===== config.mk =====
export PLATFORM = sky130hd
export DESIGN_NAME = rgc_core
export DESIGN_NICKNAME = d
export VERILOG_FILES = /design/src/core/rgc_pkg.sv /design/src/core/rgc_core.sv /design/src/core/rgc_lvl_filter.sv
export SDC_FILE = /design/constraint.sdc
export NUM_CORES = 1
export LEC_CHECK = 0
export ABC_AREA = 1
export BUFFER_PORTS_ARGS = -buffer_cell sky130_fd_sc_hd__buf_2
export CAP_MARGIN = 25
export CELL_PAD_IN_SITES_DETAIL_PLACEMENT = 1
export CELL_PAD_IN_SITES_GLOBAL_PLACEMENT = 1
export CORE_ASPECT_RATIO = 0.75
export CORE_UTILIZATION = 47
export CTS_BUF_LIST = sky130_fd_sc_hd__clkbuf_8 sky130_fd_sc_hd__clkbuf_16
export CTS_CLUSTER_SIZE = 30
export DETAILED_ROUTE_END_ITERATION = 10
export GPL_ROUTABILITY_DRIVEN = 0
export PLACE_DENSITY = 0.91
export SLEW_MARGIN = 20
export SYNTH_ARGS = -nofsm -noshare
export SYNTH_HDL_FRONTEND = slang
export SYNTH_SLANG_ARGS = --single-unit
export TNS_END_PERCENT = 100

===== constraint.sdc =====
create_clock -name core_clk -period 42.4 [get_ports core_clk]
set_clock_uncertainty 0.05 [all_clocks]
set_input_delay 4.24 -clock core_clk [delete_from_list [all_inputs] [get_ports core_clk]]
set_output_delay 4.24 -clock core_clk [all_outputs]
set_load 0.05 [all_outputs]

===== src/core/rgc_pkg.sv =====
package rgc_pkg;
  // ****************************************
  // Register indices, byte address is four times the index
  // ****************************************
  localparam logic [9:0] IDX_POLICY_CFG = 10'h113;
  localparam logic [9:0] IDX_PHASE_TRIM = 10'h118;
  localparam logic [9:0] IDX_AMPL_TRIM = 10'h119;
  localparam logic [9:0] IDX_LEVEL_RESULT = 10'h312;
  localparam logic [9:0] IDX_SAMPLE_A = 10'h327;
  localparam logic [9:0] IDX_SAMPLE_B = 10'h328;
  localparam logic [9:0] IDX_DWELL_DIV = 10'h32f;
  localparam logic [9:0] IDX_OVERRIDE = 10'h35d;
  localparam logic [9:0] IDX_RAISE_LVL = 10'h35e;
  localparam logic [9:0] IDX_REDUCE_LVL = 10'h35f;
  localparam logic [9:0] IDX_STAGE_REPORT = 10'h360;
  // ****************************************
  // Reset values and fields
  // ****************************************
  localparam logic [7:0] RST_DWELL_DIV = 8'h28;
  localparam logic [7:0] RST_POLICY_CFG = 8'h00;
  localparam logic [7:0] RST_OVERRIDE = 8'h00;
  localparam logic [7:0] RST_RAISE_LVL = 8'h40;
  localparam logic [7:0] RST_REDUCE_LVL = 8'hc0;
  localparam logic [7:0] RST_TRIM = 8'h00;
  localparam int OVR_HOLD_BIT = 6;
  localparam int OVR_LNA_LSB = 0;
  localparam int OVR_MIX_BIT = 2;
  localparam int OVR_FILT_LSB = 3;
  localparam logic [1:0] POL_FREE = 2'h0;
  localparam logic [1:0] POL_MANUAL = 2'h1;
  localparam logic [1:0] POL_HOLD = 2'h2;
  localparam logic [1:0] POL_LOCK = 2'h3;
  localparam logic [2:0] STAGE_TOP = 3'h0;
  localparam logic [2:0] STAGE_BOTTOM = 3'h5;
  // Gain levels: 0 high, 1 medium, 2 low
  localparam logic [1:0] G_HIGH = 2'h0;
  localparam logic [1:0] G_MED = 2'h1;
  localparam logic [1:0] G_LOW = 2'h2;
  // ****************************************
  // Timing
  // ****************************************
  localparam int CLK_PERIOD_NS = 20;
  localparam int DWELL_DEFAULT_NS = 25000;
  localparam int DWELL_DEFAULT_CYCLES = DWELL_DEFAULT_NS / CLK_PERIOD_NS;
  localparam logic [15:0] MEASURE_CYCLES = 16'h0040;
  localparam logic [7:0] RESULT_BIAS = 8'h00;
  typedef enum logic [1:0] {
    RGC_IDLE = 2'b00,
    RGC_RUN = 2'b01,
    RGC_LOCKED = 2'b11
  } rgc_state_t;
endpackage : rgc_pkg


===== src/core/rgc_core.sv =====
// Chosen here: the APB slave port.
module rgc_core
  import rgc_pkg::*;
(
  input wire logic core_clk,
  input wire logic reset,
  input wire logic psel,
  input wire logic penable,
  input wire logic pwrite,
  input wire logic [11:0] paddr,
  input wire logic [31:0] pwdata,
  output logic [31:0] prdata,
  output logic pready,
  output logic pslverr,
  input wire logic [7:0] converter_pin,
  input wire logic receive_state,
  input wire logic idle_ready_state,
  input wire logic packet_mode,
  input wire logic preamble_detected,
  input wire logic postamble_active,
  input wire logic packet_valid,
  input wire logic measure_level_command,
  output logic [1:0] lna_gain,
  output logic mixer_gain_low,
  output logic [1:0] filter_gain,
  output logic [7:0] image_phase_trim,
  output logic [7:0] image_amplitude_trim,
  output logic measure_busy
);
  // ****************************************
  // Functions
  // ****************************************
  // Stage to {lna, mixer, filter}
  function automatic logic [4:0] stage_gains(input logic [2:0] st);
    logic [4:0] g;
    g = {G_LOW, 1'b1, G_LOW};
    case (st)
      3'h0: g = {G_HIGH, 1'b0, G_HIGH};
      3'h1: g = {G_HIGH, 1'b1, G_HIGH};
      3'h2: g = {G_MED, 1'b1, G_HIGH};
      3'h3: g = {G_LOW, 1'b1, G_HIGH};
      3'h4: g = {G_LOW, 1'b1, G_MED};
      default: g = {G_LOW, 1'b1, G_LOW};
    endcase
    return g;
  endfunction : stage_gains
  // Gains to report code; odd manual mixes show raw fields
  function automatic logic [7:0] report_code(input logic [4:0] g);
    logic [7:0] c;
    c = {3'h4, g};
    case (g)
      {G_HIGH, 1'b0, G_HIGH}: c = 8'h00;
      {G_HIGH, 1'b1, G_HIGH}: c = 8'h01;
      {G_MED, 1'b1, G_HIGH}: c = 8'h02;
      {G_LOW, 1'b1, G_HIGH}: c = 8'h0a;
      {G_LOW, 1'b1, G_MED}: c = 8'h12;
      {G_LOW, 1'b1, G_LOW}: c = 8'h16;
      default: c = {3'h4, g};
    endcase
    return c;
  endfunction : report_code
  // Level code to signed result
  function automatic logic [7:0] to_result(input logic [7:0] lvl);
    return {1'b0, lvl[7:1]} - RESULT_BIAS;
  endfunction : to_result

  // ****************************************
  // Converter synchroniser; word kept only when two copies agree
  // ****************************************
  logic [7:0] conv_meta_reg;
  logic [7:0] conv_sync_reg;
  logic [7:0] conv_hold_reg;
  logic [7:0] conv_val_reg;
  logic [7:0] level_filt;
  always_ff @(posedge core_clk) begin
    if (reset) begin
      conv_meta_reg <= 8'h00;
      conv_sync_reg <= 8'h00;
      conv_hold_reg <= 8'h00;
      conv_val_reg <= 8'h00;
    end else begin
      conv_meta_reg <= converter_pin;
      conv_sync_reg <= conv_meta_reg;
      conv_hold_reg <= conv_sync_reg;
      if (conv_sync_reg == conv_hold_reg) conv_val_reg <= conv_sync_reg;
    end
  end

  // ****************************************
  // Register bus
  // ****************************************
  logic [7:0] policy_cfg_reg;
  logic [7:0] dwell_div_reg;
  logic [7:0] override_reg;
  logic [7:0] raise_lvl_reg;
  logic [7:0] reduce_lvl_reg;
  logic [7:0] phase_trim_reg;
  logic [7:0] ampl_trim_reg;
  logic [7:0] result_reg;
  logic [7:0] result_next;
  logic [4:0] applied_reg;
  logic [4:0] applied_next;
  logic [31:0] prdata_reg;
  logic [7:0] rd_byte;
  logic [9:0] idx;
  logic hit;
  logic wr_en;
  assign idx = paddr[11:2];
  assign hit = (paddr[1:0] == 2'h0) &&
               (idx == IDX_POLICY_CFG || idx == IDX_PHASE_TRIM ||
                idx == IDX_AMPL_TRIM || idx == IDX_LEVEL_RESULT ||
                idx == IDX_SAMPLE_A || idx == IDX_SAMPLE_B ||
                idx == IDX_DWELL_DIV || idx == IDX_OVERRIDE ||
                idx == IDX_RAISE_LVL || idx == IDX_REDUCE_LVL ||
                idx == IDX_STAGE_REPORT);
  // No wait states; the answer comes in the first access cycle
  assign pready = psel & penable;
  assign pslverr = psel & penable & ~hit;
  assign wr_en = psel & penable & pwrite & hit;
  assign prdata = prdata_reg;
  assign rd_byte = (idx == IDX_POLICY_CFG) ? policy_cfg_reg :
                   (idx == IDX_PHASE_TRIM) ? phase_trim_reg :
                   (idx == IDX_AMPL_TRIM) ? ampl_trim_reg :
                   (idx == IDX_LEVEL_RESULT) ? result_reg :
                   (idx == IDX_SAMPLE_A) ? conv_val_reg :
                   (idx == IDX_SAMPLE_B) ? level_filt :
                   (idx == IDX_DWELL_DIV) ? dwell_div_reg :
                   (idx == IDX_OVERRIDE) ? override_reg :
                   (idx == IDX_RAISE_LVL) ? raise_lvl_reg :
                   (idx == IDX_REDUCE_LVL) ? reduce_lvl_reg :
                   (idx == IDX_STAGE_REPORT) ? report_code(applied_reg) :
                   8'h00;
  always_ff @(posedge core_clk) begin
    if (reset) begin
      prdata_reg <= 32'h0000_0000;
    end else if (psel && !penable) begin
      prdata_reg <= {24'h000000, rd_byte};
    end
  end
  always_ff @(posedge core_clk) begin
    if (reset) begin
      policy_cfg_reg <= RST_POLICY_CFG;
      dwell_div_reg <= RST_DWELL_DIV;
      override_reg <= RST_OVERRIDE;
      raise_lvl_reg <= RST_RAISE_LVL;
      reduce_lvl_reg <= RST_REDUCE_LVL;
      phase_trim_reg <= RST_TRIM;
      ampl_trim_reg <= RST_TRIM;
    end else if (wr_en) begin
      if (idx == IDX_POLICY_CFG) policy_cfg_reg <= pwdata[7:0];
      if (idx == IDX_DWELL_DIV) dwell_div_reg <= pwdata[7:0];
      if (idx == IDX_OVERRIDE) override_reg <= pwdata[7:0];
      if (idx == IDX_RAISE_LVL) raise_lvl_reg <= pwdata[7:0];
      if (idx == IDX_REDUCE_LVL) reduce_lvl_reg <= pwdata[7:0];
      if (idx == IDX_PHASE_TRIM) phase_trim_reg <= pwdata[7:0];
      if (idx == IDX_AMPL_TRIM) ampl_trim_reg <= pwdata[7:0];
    end
  end
  assign image_phase_trim = phase_trim_reg;
  assign image_amplitude_trim = ampl_trim_reg;

  // ****************************************
  // Gain loop
  // ****************************************
  rgc_state_t state_reg;
  rgc_state_t state_next;
  logic [2:0] stage_reg;
  logic [2:0] stage_next;
  logic [15:0] dwell_cnt_reg;
  logic [15:0] dwell_limit;
  logic [18:0] dwell_prod;
  logic [1:0] policy;
  logic hold_bit;
  logic dwell_done;
  logic may_step;
  logic go_down;
  logic go_up;
  logic [4:0] manual_gains;
  assign policy = policy_cfg_reg[1:0];
  assign hold_bit = override_reg[OVR_HOLD_BIT];
  assign dwell_prod = 19'(dwell_div_reg) * 19'(DWELL_DEFAULT_CYCLES)
                      / 19'(RST_DWELL_DIV);
  assign dwell_limit = (dwell_prod == 19'h0) ? 16'h0001 : dwell_prod[15:0];
  assign dwell_done = (dwell_cnt_reg + 16'h0001 >= dwell_limit);
  // steps only when free to move
  assign may_step = (state_reg == RGC_RUN) && dwell_done && !hold_bit &&
                    (policy == POL_FREE || policy == POL_LOCK);
  assign go_down = may_step && (conv_val_reg > reduce_lvl_reg) &&
                   (stage_reg != STAGE_BOTTOM);
  assign go_up = may_step && (conv_val_reg < raise_lvl_reg) &&
                 (stage_reg != STAGE_TOP) && !go_down;
  assign stage_next = go_down ? stage_reg + 3'h1 :
                      go_up ? stage_reg - 3'h1 : stage_reg;
  always_comb begin
    state_next = state_reg;
    unique case (state_reg)
      RGC_IDLE: if (receive_state) state_next = RGC_RUN;
      RGC_RUN: begin
        if (!receive_state) state_next = RGC_IDLE;
        else if (policy == POL_LOCK && preamble_detected)
          state_next = RGC_LOCKED;
      end
      RGC_LOCKED: if (!receive_state) state_next = RGC_IDLE;
      default: state_next = RGC_IDLE;
    endcase
  end
  always_ff @(posedge core_clk) begin
    if (reset) begin
      state_reg <= RGC_IDLE;
      stage_reg <= STAGE_TOP;
      dwell_cnt_reg <= 16'h0000;
    end else begin
      state_reg <= state_next;
      stage_reg <= stage_next;
      dwell_cnt_reg <= (dwell_done || state_reg != RGC_RUN) ? 16'h0000
                       : dwell_cnt_reg + 16'h0001;
    end
  end
  assign manual_gains = {override_reg[OVR_LNA_LSB +: 2],
                         override_reg[OVR_MIX_BIT],
                         override_reg[OVR_FILT_LSB +: 2]};
  assign applied_next = (policy == POL_MANUAL) ? manual_gains
                                               : stage_gains(stage_reg);
  always_ff @(posedge core_clk) begin
    if (reset) begin
      applied_reg <= {G_HIGH, 1'b0, G_HIGH};
    end else begin
      applied_reg <= applied_next;
    end
  end
  assign lna_gain = applied_reg[4:3];
  assign mixer_gain_low = applied_reg[2];
  assign filter_gain = applied_reg[1:0];

  // ****************************************
  // Level measurement
  // ****************************************
  logic [7:0] post_lvl_reg;
  logic [15:0] meas_cnt_reg;
  logic meas_start;
  logic meas_done;
  logic post_load;
  assign meas_start = measure_level_command && idle_ready_state &&
                      (meas_cnt_reg == 16'h0000);
  assign meas_done = (meas_cnt_reg == 16'h0001);
  assign measure_busy = (meas_cnt_reg != 16'h0000);
  // postamble path only in packet mode
  assign post_load = packet_valid && packet_mode;
  rgc_lvl_filter u_filt (
    .core_clk(core_clk),
    .reset(reset),
    .preset_en(meas_start),
    .sample(conv_val_reg),
    .level_filt(level_filt)
  );
  // postamble level kept for the packet end
  always_ff @(posedge core_clk) begin
    if (reset) begin
      post_lvl_reg <= 8'h00;
      meas_cnt_reg <= 16'h0000;
    end else begin
      if (postamble_active && packet_mode) post_lvl_reg <= conv_val_reg;
      if (meas_start) meas_cnt_reg <= MEASURE_CYCLES;
      else if (measure_busy) meas_cnt_reg <= meas_cnt_reg - 16'h0001;
    end
  end
  assign result_next = meas_done ? to_result(level_filt) :
                       post_load ? to_result(post_lvl_reg) : result_reg;
  always_ff @(posedge core_clk) begin
    if (reset) begin
      result_reg <= 8'h00;
    end else begin
      result_reg <= result_next;
    end
  end

  // ****************************************
  // Assertions
  // ****************************************
  AST_DWELL_RESET: assert property (@(posedge core_clk)
    $fell(reset) |-> dwell_div_reg == RST_DWELL_DIV && dwell_limit == 16'h04e2)
    else $error("Dwell divider reset value wrong");
  AST_ONE_STEP: assert property (@(posedge core_clk) disable iff (reset)
    stage_reg != $past(stage_reg) |-> $past(dwell_done) &&
    (stage_reg == $past(stage_reg) + 3'h1 ||
     stage_reg == $past(stage_reg) - 3'h1))
    else $error("Stage moved outside a dwell boundary");
  AST_REDUCE: assert property (@(posedge core_clk) disable iff (reset)
    may_step && conv_val_reg > reduce_lvl_reg && stage_reg < 3'h5
    |=> stage_reg == $past(stage_reg) + 3'h1)
    else $error("Gain not reduced");
  AST_RAISE: assert property (@(posedge core_clk) disable iff (reset)
    may_step && conv_val_reg < raise_lvl_reg &&
    conv_val_reg <= reduce_lvl_reg && stage_reg > 3'h0
    |=> stage_reg == $past(stage_reg) - 3'h1)
    else $error("Gain not raised");
  AST_FROZEN: assert property (@(posedge core_clk) disable iff (reset)
    (policy == POL_HOLD || hold_bit || state_reg == RGC_LOCKED)
    |=> $stable(stage_reg))
    else $error("Stage changed while frozen");
  AST_MANUAL: assert property (@(posedge core_clk) disable iff (reset)
    policy == POL_MANUAL ##1 policy == POL_MANUAL
    |-> lna_gain == $past(override_reg[1:0]) &&
        filter_gain == $past(override_reg[4:3]))
    else $error("Manual gains not applied");
  AST_REPORT: assert property (@(posedge core_clk) disable iff (reset)
    psel && !penable && idx == IDX_STAGE_REPORT
    |=> prdata[7:0] == report_code($past(applied_reg)))
    else $error("Report read wrong");
  AST_POSTAMBLE: assert property (@(posedge core_clk) disable iff (reset)
    post_load && !meas_done
    |=> result_reg == {1'b0, $past(post_lvl_reg[7:1])})
    else $error("Postamble level not loaded");
  AST_NO_SERIAL: assert property (@(posedge core_clk) disable iff (reset)
    packet_valid && !packet_mode && !meas_done |=> $stable(result_reg))
    else $error("Result loaded outside packet mode");
  AST_MEASURE: assert property (@(posedge core_clk) disable iff (reset)
    meas_start |=> measure_busy [*8] ##[1:60] meas_done)
    else $error("Measurement did not finish in time");
  AST_IDLE_ONLY: assert property (@(posedge core_clk) disable iff (reset)
    !idle_ready_state && !measure_busy |=> !measure_busy)
    else $error("Measurement started outside idle-ready");
  COV_DOWN: cover property (@(posedge core_clk) go_down);
  COV_UP: cover property (@(posedge core_clk) go_up);
  COV_LOCK: cover property (@(posedge core_clk) state_reg == RGC_LOCKED);
  COV_MEAS: cover property (@(posedge core_clk) meas_done);
endmodule : rgc_core


===== src/core/rgc_lvl_filter.sv =====
module rgc_lvl_filter
  import rgc_pkg::*;
(
  input wire logic core_clk,
  input wire logic reset,
  input wire logic preset_en,
  input wire logic [7:0] sample,
  output logic [7:0] level_filt
);
  // ****************************************
  // Low-pass, one-eighth step
  // ****************************************
  logic [10:0] acc_reg;
  logic [10:0] acc_next;
  // Preset avoids a slow climb from zero at the start of a measurement
  assign acc_next = preset_en ? {sample, 3'h0}
                              : acc_reg - {3'h0, acc_reg[10:3]} + {3'h0, sample};
  always_ff @(posedge core_clk) begin
    if (reset) begin
      acc_reg <= 11'h000;
    end else begin
      acc_reg <= acc_next;
    end
  end
  assign level_filt = acc_reg[10:3];
endmodule : rgc_lvl_filter


; After elaboration in Yosys (flattened, before gate mapping)
; Cells that the tools add are included.
[classes]
add_sub_neg = 6
magnitude_cmp = 3
mux = 27
n_div = 1
n_reduce_logical = 52
n_eq_ne = 31
n_mul = 1
n_bitwise = 5
[op_table]
columns = cell, n
row1 = $mux W8, 11
row2 = $eq A10 B10 Y1 const B, 8
row3 = $pmux W8 S6, 1
row4 = $eq A10 B9 Y1 const B, 3
row5 = $mux W7, 4
row6 = $pmux W5 S5, 1
row7 = $div A19 B6 Y19 const B, 1
row8 = $logic_not A19 Y1, 1
row9 = $mul A8 B10 Y18 const B, 1
row10 = $add A16 B1 Y16 const B, 1
row11 = $eq A16 B1 Y1 const B, 1
row12 = $ge A16 B16 Y1, 1
row13 = $logic_not A16 Y1, 1
row14 = $mux W16, 1
row15 = $reduce_bool A16 Y1, 1
row16 = $sub A16 B1 Y16 const B, 1
row17 = $eq A5 B5 Y1 const B, 3
row18 = $logic_and A1 B1 Y1, 15
row19 = $reduce_and A2 Y1, 7
row20 = $logic_or A1 B1 Y1, 12
row21 = $add A11 B8 Y11, 1
row22 = $mux W11, 1
row23 = $sub A11 B8 Y11, 1
row24 = $eq A8 B8 Y1, 1
row25 = other kinds (29), 47
[totals]
output_inout_bits = 56
ff_bits = 164
inputBits = 64

; Logic depth before layout (Yosys ltp)
; Gate-level depths: netlist of the first run.
[logic_depth]
ltp_word = 14
depth_mapped = 129
depth_no_buf = 125

; Cells and area by module
; From an unflattened synthesis of the first run, not the netlist that was laid out.
[hier_totals]
hier_cells = 2366
hier_area_um2 = 14930.6
[by_module_without_submodules]
columns = module, cells_each, instances, area_per_inst_um2
row1 = rgc_core, 2168, 1, 13644.3
row2 = rgc_lvl_filter, 198, 1, 1286.2

; Least setup slack after synthesis of the first run
; Ideal clock, no wire load.
[synth_timing]
path_type = register to register
startpoint = register dwell_div_reg[3]
endpoint = register dwell_cnt_reg[10]
period_less_slack_ns = 13.534
stages_incl_launch_ff = 108
arrival_ns = 13.418
setup_slack_ns = 28.866
path_cell_list = dfxtp_1 -> buf_4 -> clkinv_1 -> ha_1 -> ha_1 -> inv_1 -> fa_1 -> fa_1 -> fa_1 -> inv_2 -> nor2_1 -> inv_1 -> nor2_1 -> nand3_1 -> nor2_2 -> nand3_1 -> nand2_1 -> nand2_1 -> [72 not listed] -> ha_1 -> inv_1 -> a21boi_0 -> o21a_1 -> o21a_1 -> o21a_1 -> o21a_1 -> o21a_1 -> o21ai_0 -> nand2_1 -> a21oi_1 -> nor2_1 -> a211oi_1 -> o2111ai_1 -> or3_1 -> clkbuf_1 -> clkbuf_1 -> nor2_1
[synth_via]
elab_chain_len = 7
[synth_rtl]
columns = item, line
row1 = from (decl), rgc_core.sv:93  ; logic [7:0] dwell_div_reg;
row2 = from (signal assigned), rgc_core.sv:151  ; if (idx == IDX_DWELL_DIV) dwell_div_reg <= pwdata[7:0];
row3 = $mul A8 B10 Y18 *, rgc_core.sv:181  ; assign dwell_prod = 19'(dwell_div_reg) * 19'(DWELL_DEFAULT_CYCLES)
row4 = $div A19 B6 Y19 *, rgc_core.sv:182  ; / 19'(RST_DWELL_DIV);
row5 = $logic_not A19 Y1, rgc_core.sv:183  ; assign dwell_limit = (dwell_prod == 19'h0) ? 16'h0001 : dwell_prod[15:0];
row6 = $mux W16 *, rgc_core.sv:183
row7 = $ge A16 B16 Y1 *, rgc_core.sv:184  ; assign dwell_done = (dwell_cnt_reg + 16'h0001 >= dwell_limit);
row8 = $logic_or A1 B1 Y1 *, rgc_core.sv:215  ; dwell_cnt_reg <= (dwell_done || state_reg != RGC_RUN) ? 16'h0000
row9 = $reduce_or A2 Y1 (no source line) *, n/a
row10 = to (signal assigned), rgc_core.sv:215
row11 = to (decl), rgc_core.sv:169  ; logic [15:0] dwell_cnt_reg;
; Every way passes the cells marked *; elsewhere a longest branch is shown, timed or not.
; A chain may end at the register's enable or synchronous reset.

; Worst setup path after layout of the first run
[layout_timing]
startpoint = register dwell_div_reg[3]
endpoint = register dwell_cnt_reg[4]
; Same word-level chain as after synthesis.

==> qor_table.md, run 1 <==
| Step | Parameter | Value |
|---|---|---|
| layout | Filler cell count in the final layout | 4,229 |
| routing | Routed Antenna Nets | 0 |
| layout | Final instance area | 15,800 um^2 |
| timing | Final slew viol count | 0 |
| setup path | Internal reg-to-reg setup slack | 24,480 ps |
| synth | Share of the synthesized area in compound gates (AO/OA/AOI/OAI) | 14.6% |
| routing | Detailed-route vias per instance | 5.82 |
| synth | Count of state elements after synthesis | 163 |
| cts | Root buffer cell | clkbuf_16 |
| outcome | Run status | complete, no violations |
| routing | Number of detailed-routing iterations run before antenna repair | 5 |
| timing | Hold violation total from the final report | 0 |
| flow run | Number of violations of the max-capacitance limit | 0 |
| die | Horiz. Die Dim | 206 um |
| cts | Total CTS buffers | 17 |
| timing | Max-slew headroom at the worst pin | 44.8% |
| layout | Share of post-route cells with drive strength above 1 | 12.7% |
| layout | Area delta synth->final | 7.97% |
| setup path | Max FO, Critical Path | 15 |
| setup path | CP Capture Point | dwell_cnt_reg[4] |
| cts | H-tree Lvls | 4 |
| synth | Sequential cell area fraction in the yosys report | 22.3% |
| timing | Final worst path period share | 42.3% |
| grt | Total routing usage reported by global routing | 34.0% |
| grt | Initial antenna violation count | 0 |
| synth | Top cell type's share of synthesized area | 22.3% |
| setup path | Arrival time of data at the critical path endpoint | 18,240 ps |
| setup path | Total stage count of the critical path | 110 |
| layout | Total Nets Final | 2,505 |
| grt | Maximum number of pins on one net before global-route repair | 73 |
| power | Int Pwr | 312 uW |
| power | Combinational power share | 33.9% |
| timing | Worst slew pin tran | 824 ps |
| power | Fraction of power spent switching nets | 39.6% |
| cts | Hold Buf Count CTS | 0 |
| layout | Area used by multi-input combinational logic | 9530 um^2 |
| setup path | Worst Setup End Kind | register |
| synth | Synth Area in Simple Gates | 35.8% |
| timing | Setup repair after global routing missed its margin | no |
| setup path | Crit path largest cell delay | 580 ps |
| die | Die area | 31,800 um^2 |
| setup path | Most used cell along the critical path | nand2_1 |
| synth | Average cell area after synthesis | 6.45 um^2 |
| synth | Multiplexer area fraction after synthesis | 0% |
| setup path | Critical Setup Path Class | reg -> reg |
| cts | Clock sink total | 163 |
| synth | Netlist cell types | 68 |
| placed design | Port Buffers | 71 |
| power | Portion of total power attributed to sequential cells | 35.4% |
| synth | Post-synthesis cell area | 14,600 um^2 |
| grt | Global-route wire length before repair | 86.0 mm |
| synth | Synth async-reset ratio | 0% |
| routing | DRC violation count after routing | 0 |
| synth | Cell type contributing the most total cell area after synthesis | dfxtp_1 |
| synth | Top cells by area in the synthesized netlist | dfxtp_1 (22%), nand2_1 (12%), inv_1 (8.9%) |
| routing | Routed wire per std cell | 19.4 um |
| routing | Routed wire length | 53.2 mm |
| synth | Yosys warns | 0 |
| power | Power per cell area | 32.7 nW/um^2 |
| setup path | Origin of the worst setup path | dwell_div_reg[3] |
| timing | Setup Total Neg Slack | 0 ps |
| cts | Clock transition at the registers of the reported paths | 80 ps |
| placed design | Placed instance area | 15,200 um^2 |
| die | Ports | 120 |
| setup path | Cell type group with the largest total delay on the critical path | simple AND/OR/NAND/NOR gates |
| placed design | DPL Wire Length | 40.4 mm |
| cts | CTS tree | built |
| synth | Post-Synth XOR/XNOR Area | 3.34% |
| grt | Vias in the first global route | 16.5k |
| timing | Final period demand of the worst path | 17,920 ps |
| grt | Aggregate global routing overflow | 0 |
| power | Leakage power | 0.00779 uW |
| power | Switching pwr | 204 uW |
| timing | Final worst hold slack | 349 ps |
| synth | Combinational family with the most area after synthesis | simple AND/OR/NAND/NOR gates |
| cts | Maximum clock insertion buffer count | 2 |
| die | Vertical extent of the die | 155 um |
| setup path | Cell depth of the worst flop-to-flop path | 110 |
| worst hold path | Class of the tightest hold or removal check | reg -> reg |
| synth | Most used flip-flop cell after synthesis | dfxtp_1 |
| die | Core Area | 30,400 um^2 |
| setup path | Critical-path top delay cell | or3_1 |
| routing | Initial DRC count | 1,187 |
| cts | # resized after CTS | 0 |
| timing | Achievable frequency | 55.8 MHz |
| die | Initial cell density of the core | 48.1% |
| synth | Number of enable-type register cells in the synthesized netlist | 0 |
| power | Maximum ir drop on the vdd rail | 0.0341 mV |
| layout | Inserted Diodes | 0 |
| synth | Cells after Synth | 2,269 |
| setup path | Startpoint types | register |
| setup path | Required @ worst endpoint | 42,720 ps |
| setup path | RR Startpoint | dwell_div_reg[3] |
| die | Cell Rows | 55 |
| setup path | Total buffers and inverters traversed by the critical path | 13 |
| layout | Seq. cell area | 3260 um^2 |
| setup path | Capture instance of the worst register-to-register path | dwell_cnt_reg[4] |
| cts | Number of buffers added for setup after CTS | 0 |
| routing | Count of vias placed by the detailed router | 15.9k |
| power | Part of the total power dissipated in the clock network | 30.7% |
| timing | Finish-stage setup viols | 0 |
| synth | Share of synthesized cell area in full adder, half adder and majority cells | 10.8% |
| cts | Source-to-sink clock delay at the later pin of the worst-skew pair | 460 ps |
per-layer routing:
metal,share of wire (%),track usage [%],vias up
li1,-,-,7415
met1,44,44.1,7798
met2,46,56.0,594
met3,7.5,7.52,124
met4,2.5,10.7,0
met5,0,0,-
cells by family after synthesis:
group | count (synthesis)
fa+ha+maj | 114
simple gates | 1115
xor+xnor | 54
buf+inv | 465
other cells | 1
compound gates | 357
flops | 163
cells in the final DEF (no fill, tap or decap), types with 17 or more instances in the layout:
cell type and count:
nand2_1 467, inv_1 350, nor2_1 253, nand3_1 168
dfxtp_1 163, a21oi_1 125, o21ai_0 115, ha_1 94
buf_2 71, nand2_2 60, nand4_1 48, inv_2 40
xor2_1 39, conb_1 26, nor3_1 23, a211oi_1 20
fa_1 20, nand3_2 17, clkbuf_16 17
through the flow:
stage                     worst slack (ps)  cells  power (uW)  utilization [%]
final                                24480   2739         516             51.9
after global routing                 23030   2739         541             51.9
after CTS                            24700   2739         512             51.9
after detailed placement             24810   2707         346             50.0
after global placement               25650   2707         329             50.0
after floorplan                      28870   2294         302                -
power by group through the flow:
stage | Combinational, uW | Clock, uW | Sequential [uW]
finish | 175 | 158 | 183
global route | 192 | 165 | 184
CTS | 171 | 158 | 182
detailed placement | 162 | 0 | 185
global placement | 145 | 0 | 184
floorplan | 121 | 0 | 181
worst min path at each step:
stage,start,end,depth (start not counted)
2_1_floorplan,conv_meta_reg[0],conv_sync_reg[0],2
4_1_cts,conv_meta_reg[5],conv_sync_reg[5],2
3_5_place_dp,conv_meta_reg[0],conv_sync_reg[0],2
6_report,conv_meta_reg[5],conv_sync_reg[5],2
5_1_grt,conv_meta_reg[3],conv_sync_reg[3],2
3_3_place_gp,conv_meta_reg[6],conv_sync_reg[6],2
worst reg2reg max path: cells and delay by family, from the launching register on:
| family | cells | cell delay, ps |
|---|---|---|
| AO/OA/AOI/OAI | 11 | 2180 |
| adder cells (fa/ha/maj) | 6 | 2580 |
| buffers and inverters | 13 | 1890 |
| flip-flops | 1 | 310 |
| AND/OR/NAND/NOR | 80 | 10830 |
layout make-up:
class	instances	share of cell area, %
Inverter	401	9.55
Multi-Input combinational cell	1666	60.3
Timing Repair Buffer	78	2.58
Tap cell	399	3.16
Sequential cell	163	20.7
Clock buffer	18	2.78
Clock inverter	14	0.927
synth_stat cells (6+ instances only):
cell type	n
clkinv_1	11
o21a_1	9
clkbuf_1	24
nor2_4	11
o221ai_1	6
a211oi_1	20
ha_1	94
inv_2	40
or2_2	10
nor2_2	13
nand3_1	168
buf_6	7
nor3_1	23
a21oi_1	125
nand4_1	48
nand2_1	467
o21ai_0	115
nor2_1	253
inv_1	348
fa_1	20
o211ai_1	12
o21ai_1	7
nand2_2	60
nand2_4	12
buf_4	26
dfxtp_1	163
xor2_1	39
nor4_1	6
o2111ai_1	11
nand3_2	17
xnor2_1	13
(Power assumes the default switching activity.)
==> run 2, diff against run 1 <==
CORE_UTILIZATION = 40   (was 47)
PLACE_DENSITY = 0.83   (was 0.91)
clock period = 15.6 ns   (was 42.4 ns; I/O delays follow)
==> run 2 against run 1 <==
Compared with the run above: register-to-register slack lost 24000 ps; total power rose to 2.7 times the previous value; first-iteration DRC count decreased by 0.76%; worst hold slack gained 7.0 ps; die area grew 17%; global-route usage fell by 7.7 points; sequential power increased to 2.7 times the previous value; core utilization is 2.8 points lower; via count grew 1.4%; routed wire length rose by 1.8%; worst setup slack got worse by 24000 ps; critical endpoint is now dwell_cnt_reg[7].
==> qor_table.md, run 2 (same netlist as run 1, synthesis figures left out) <==
| Step | Parameter | Value | vs previous |
|---|---|---|---|
| layout | Most used cells in the layout excluding fill and tap cells | nand2_1 (403), inv_1 (338), nor2_1 (226) | was nand2_1 (467), inv_1 (350), nor2_1 (253) |
| power | Fraction of power spent switching nets | 37.0% | was 39.6% |
| routing | Initial DRC count | 1,178 | was 1,187 |
| timing | Final worst path period share | 96.9% | was 42.3% |
| layout | Inserted Diodes | 0 | unchanged |
| setup path | Capture instance of the worst register-to-register path | dwell_cnt_reg[7] | was dwell_cnt_reg[4] |
| setup path | Arrival time of data at the critical path endpoint | 15,440 ps | was 18,240 ps |
| outcome | Run status | complete, no violations | unchanged |
| timing | Max-slew headroom at the worst pin | 40.0% | was 44.8% |
| power | Power per cell area | 79.0 nW/um^2 | was 32.7 nW/um^2 |
| power | Portion of total power attributed to sequential cells | 35.3% | was 35.4% |
| setup path | CP Capture Point | dwell_cnt_reg[7] | was dwell_cnt_reg[4] |
| setup path | Critical-path top delay cell | fa_1 | was or3_1 |
| cts | Clock sink total | 163 | unchanged |
| worst hold path | Count of cells along the worst hold path | 2 | unchanged |
| placed design | Placed instance area | 15,500 um^2 | was 15,200 um^2 |
| setup path | Crit path largest cell delay | 530 ps | was 580 ps |
| grt | Vias in the first global route | 15.5k | was 16.5k |
| power | Part of the total power dissipated in the clock network | 32.9% | was 30.7% |
| grt | Met2 usage in global routing | 42.0% | was 56.0% |
| die | Horiz. Die Dim | 223 um | was 206 um |
| placed design | DPL Wire Length | 39.2 mm | was 40.4 mm |
| setup path | Max FO, Critical Path | 8 | was 15 |
| grt | Met1 GRT Util | 37.5% | was 44.1% |
| timing | Finish-stage setup viols | 0 | unchanged |
| cts | Total CTS buffers | 17 | unchanged |
| die | Initial cell density of the core | 40.7% | was 48.1% |
| power | Leakage power | 0.00857 uW | was 0.00779 uW |
| die | Ports | 120 | unchanged |
| layout | Final instance area | 17,700 um^2 | was 15,800 um^2 |
| layout | Fin util | 49.1% | was 51.9% |
| timing | Final period demand of the worst path | 15,120 ps | was 17,920 ps |
| setup path | Total buffers and inverters traversed by the critical path | 18 | was 13 |
| routing | Number of detailed-routing iterations run before antenna repair | 5 | unchanged |
| die | Cell Rows | 60 | was 55 |
| setup path | Total stage count of the critical path | 110 | unchanged |
| flow run | Number of violations of the max-capacitance limit | 0 | unchanged |
| setup path | Required @ worst endpoint | 15,920 ps | was 42,720 ps |
| routing | Detailed-route vias per instance | 5.54 | was 5.82 |
| routing | Routed wire per std cell | 18.6 um | was 19.4 um |
| timing | Achievable frequency | 66.2 MHz | was 55.8 MHz |
| power | Int Pwr | 879 uW | was 312 uW |
| routing | Routed Antenna Nets | 0 | unchanged |
| setup path | Worst Setup End Kind | register | unchanged |
| timing | Setup Total Neg Slack | 0 ps | unchanged |
| timing | Hold violation total from the final report | 0 | unchanged |
| cts | Source-to-sink clock delay at the later pin of the worst-skew pair | 450 ps | was 460 ps |
| routing | Routed wire length | 54.2 mm | was 53.2 mm |
| layout | Seq. cell area | 3270 um^2 | was 3260 um^2 |
| worst hold path | Class of the tightest hold or removal check | reg -> reg | unchanged |
| cts | Clock transition at the registers of the reported paths | 70 ps | was 80 ps |
| layout | Commonest non-fill, non-tap cell in the layout | nand2_1 | unchanged |
| grt | Global-route wire length before repair | 79.9 mm | was 86.0 mm |
| cts | Root buffer cell | clkbuf_16 | unchanged |
| grt | Aggregate global routing overflow | 0 | unchanged |
| grt | Maximum number of pins on one net before global-route repair | 72 | was 73 |
| setup path | Critical Setup Path Class | reg -> reg | unchanged |
| layout | Filler cell count in the final layout | 4,696 | was 4,229 |
| die | Core Area | 36,000 um^2 | was 30,400 um^2 |
| layout | Total Nets Final | 2,618 | was 2,505 |
| timing | Final slew viol count | 0 | unchanged |
| die | Die area | 37,300 um^2 | was 31,800 um^2 |
| setup path | Cell depth of the worst flop-to-flop path | 110 | unchanged |
| cts | H-tree Lvls | 4 | unchanged |
| grt | Met3 demand-to-capacity share in global routing | 3.28% | was 7.52% |
| setup path | Startpoint types | register | unchanged |
| setup path | Cell type group with the largest total delay on the critical path | simple AND/OR/NAND/NOR gates | unchanged |
| layout | Area delta synth->final | 20.8% | was 7.97% |
| power | Maximum ir drop on the vdd rail | 0.0862 mV | was 0.0341 mV |
| placed design | Cell total after placement | 2,795 | was 2,707 |
| layout | Area used by multi-input combinational logic | 10,400 um^2 | was 9530 um^2 |
| placed design | Port Buffers | 71 | unchanged |
| layout | Non-filler instance count after layout | 2,918 | was 2,739 |
| grt | Total routing usage reported by global routing | 26.4% | was 34.0% |
| grt | Initial antenna violation count | 0 | unchanged |
| setup path | Internal reg-to-reg setup slack | 480 ps | was 24,480 ps |
| cts | Maximum clock insertion buffer count | 2 | unchanged |
| power | Combinational power share | 31.9% | was 33.9% |
| layout | Share of post-route cells with drive strength above 1 | 23.3% | was 12.7% |
| grt | Layer with the highest usage | met2 | unchanged |
| die | Vertical extent of the die | 168 um | was 155 um |
| setup path | Most used cell along the critical path | nand2_2 | was nand2_1 |
| setup path | RR Startpoint | dwell_div_reg[5] | was dwell_div_reg[3] |
| routing | Count of vias placed by the detailed router | 16.2k | was 15.9k |
| power | Switching pwr | 517 uW | was 204 uW |
| timing | Worst slew pin tran | 897 ps | was 824 ps |
| routing | DRC violation count after routing | 0 | unchanged |
| cts | CTS tree | built | unchanged |
| setup path | Origin of the worst setup path | dwell_div_reg[5] | was dwell_div_reg[3] |
-- run 2: cell types whose count changed in the layout (fill, tap and decap cells not counted), moves of 12 or more --
cell and change:
inv_1 -12, nor2_1 -27, buf_4 +99, nor2_4 +16
nand2_1 -64, nand3_1 -33, nand2_4 +18, nand2_2 +44
nand3_2 +26
-- run 2: how the worst min path moves through the flow --
stage                           from                to  slack, ps
detailed placement  conv_meta_reg[2]  conv_sync_reg[2]        350
floorplan           conv_meta_reg[0]  conv_sync_reg[0]        340
global placement    conv_meta_reg[2]  conv_sync_reg[2]        340
finish              conv_meta_reg[2]  conv_sync_reg[2]        360
global route        conv_meta_reg[2]  conv_sync_reg[2]        380
CTS                 conv_meta_reg[2]  conv_sync_reg[2]        360
-- run 2: repair_timing --
action | 4_1_cts | 5_1_grt
buffers inserted | 8 | 77
endpoints found under the setup margin | 17 | 17
cloned | 0 | 6
resized for setup | 17 | 223
hold buffers | 0 | 0
pin swaps | 6 | 105
-- run 2: metrics by stage --
step           total power, uW  hold slack, ps  setup slack (ps)
2_1_floorplan              821             338              2070
3_3_place_gp               900             340             -4.71
3_5_place_dp               931             351              -684
4_1_cts                   1390             361              25.9
5_1_grt                   1480             376              -465
6_report                  1400             356               484
-- run 2: final cells by class --
cell class / instances / share of cell area, %
repair buffers: 185 / 7.03
well taps: 465 / 3.29
clock inverters: 14 / 1.06
multi-input cells: 1671 / 59.0
flip-flops and latches: 163 / 18.5
repair inverters: 1 / 0.0425
clock buffers: 18 / 2.49
inverters: 401 / 8.61
-- run 2: routing by layer --
| metal | wire length, um | share of wire [%] |
|---|---|---|
| met2 | 25000 | 46 |
| met4 | 1150 | 2.1 |
| met5 | 0 | 0 |
| met1 | 24700 | 46 |
| met3 | 3330 | 6.1 |
-- run 2: power groups by stage --
stage,registers (uW),logic [uW],clock network (uW)
finish,492,445,458
global route,497,503,484
CTS,492,436,462
detailed placement,501,430,0
global placement,499,401,0
floorplan,493,329,0
-- run 2: worst min-delay path: cells and delay by family, from the launching register on --
kind	cells	cell delay, ps
AND/OR/NAND/NOR	1	30
flip-flops	1	300
buffers and inverters	1	40
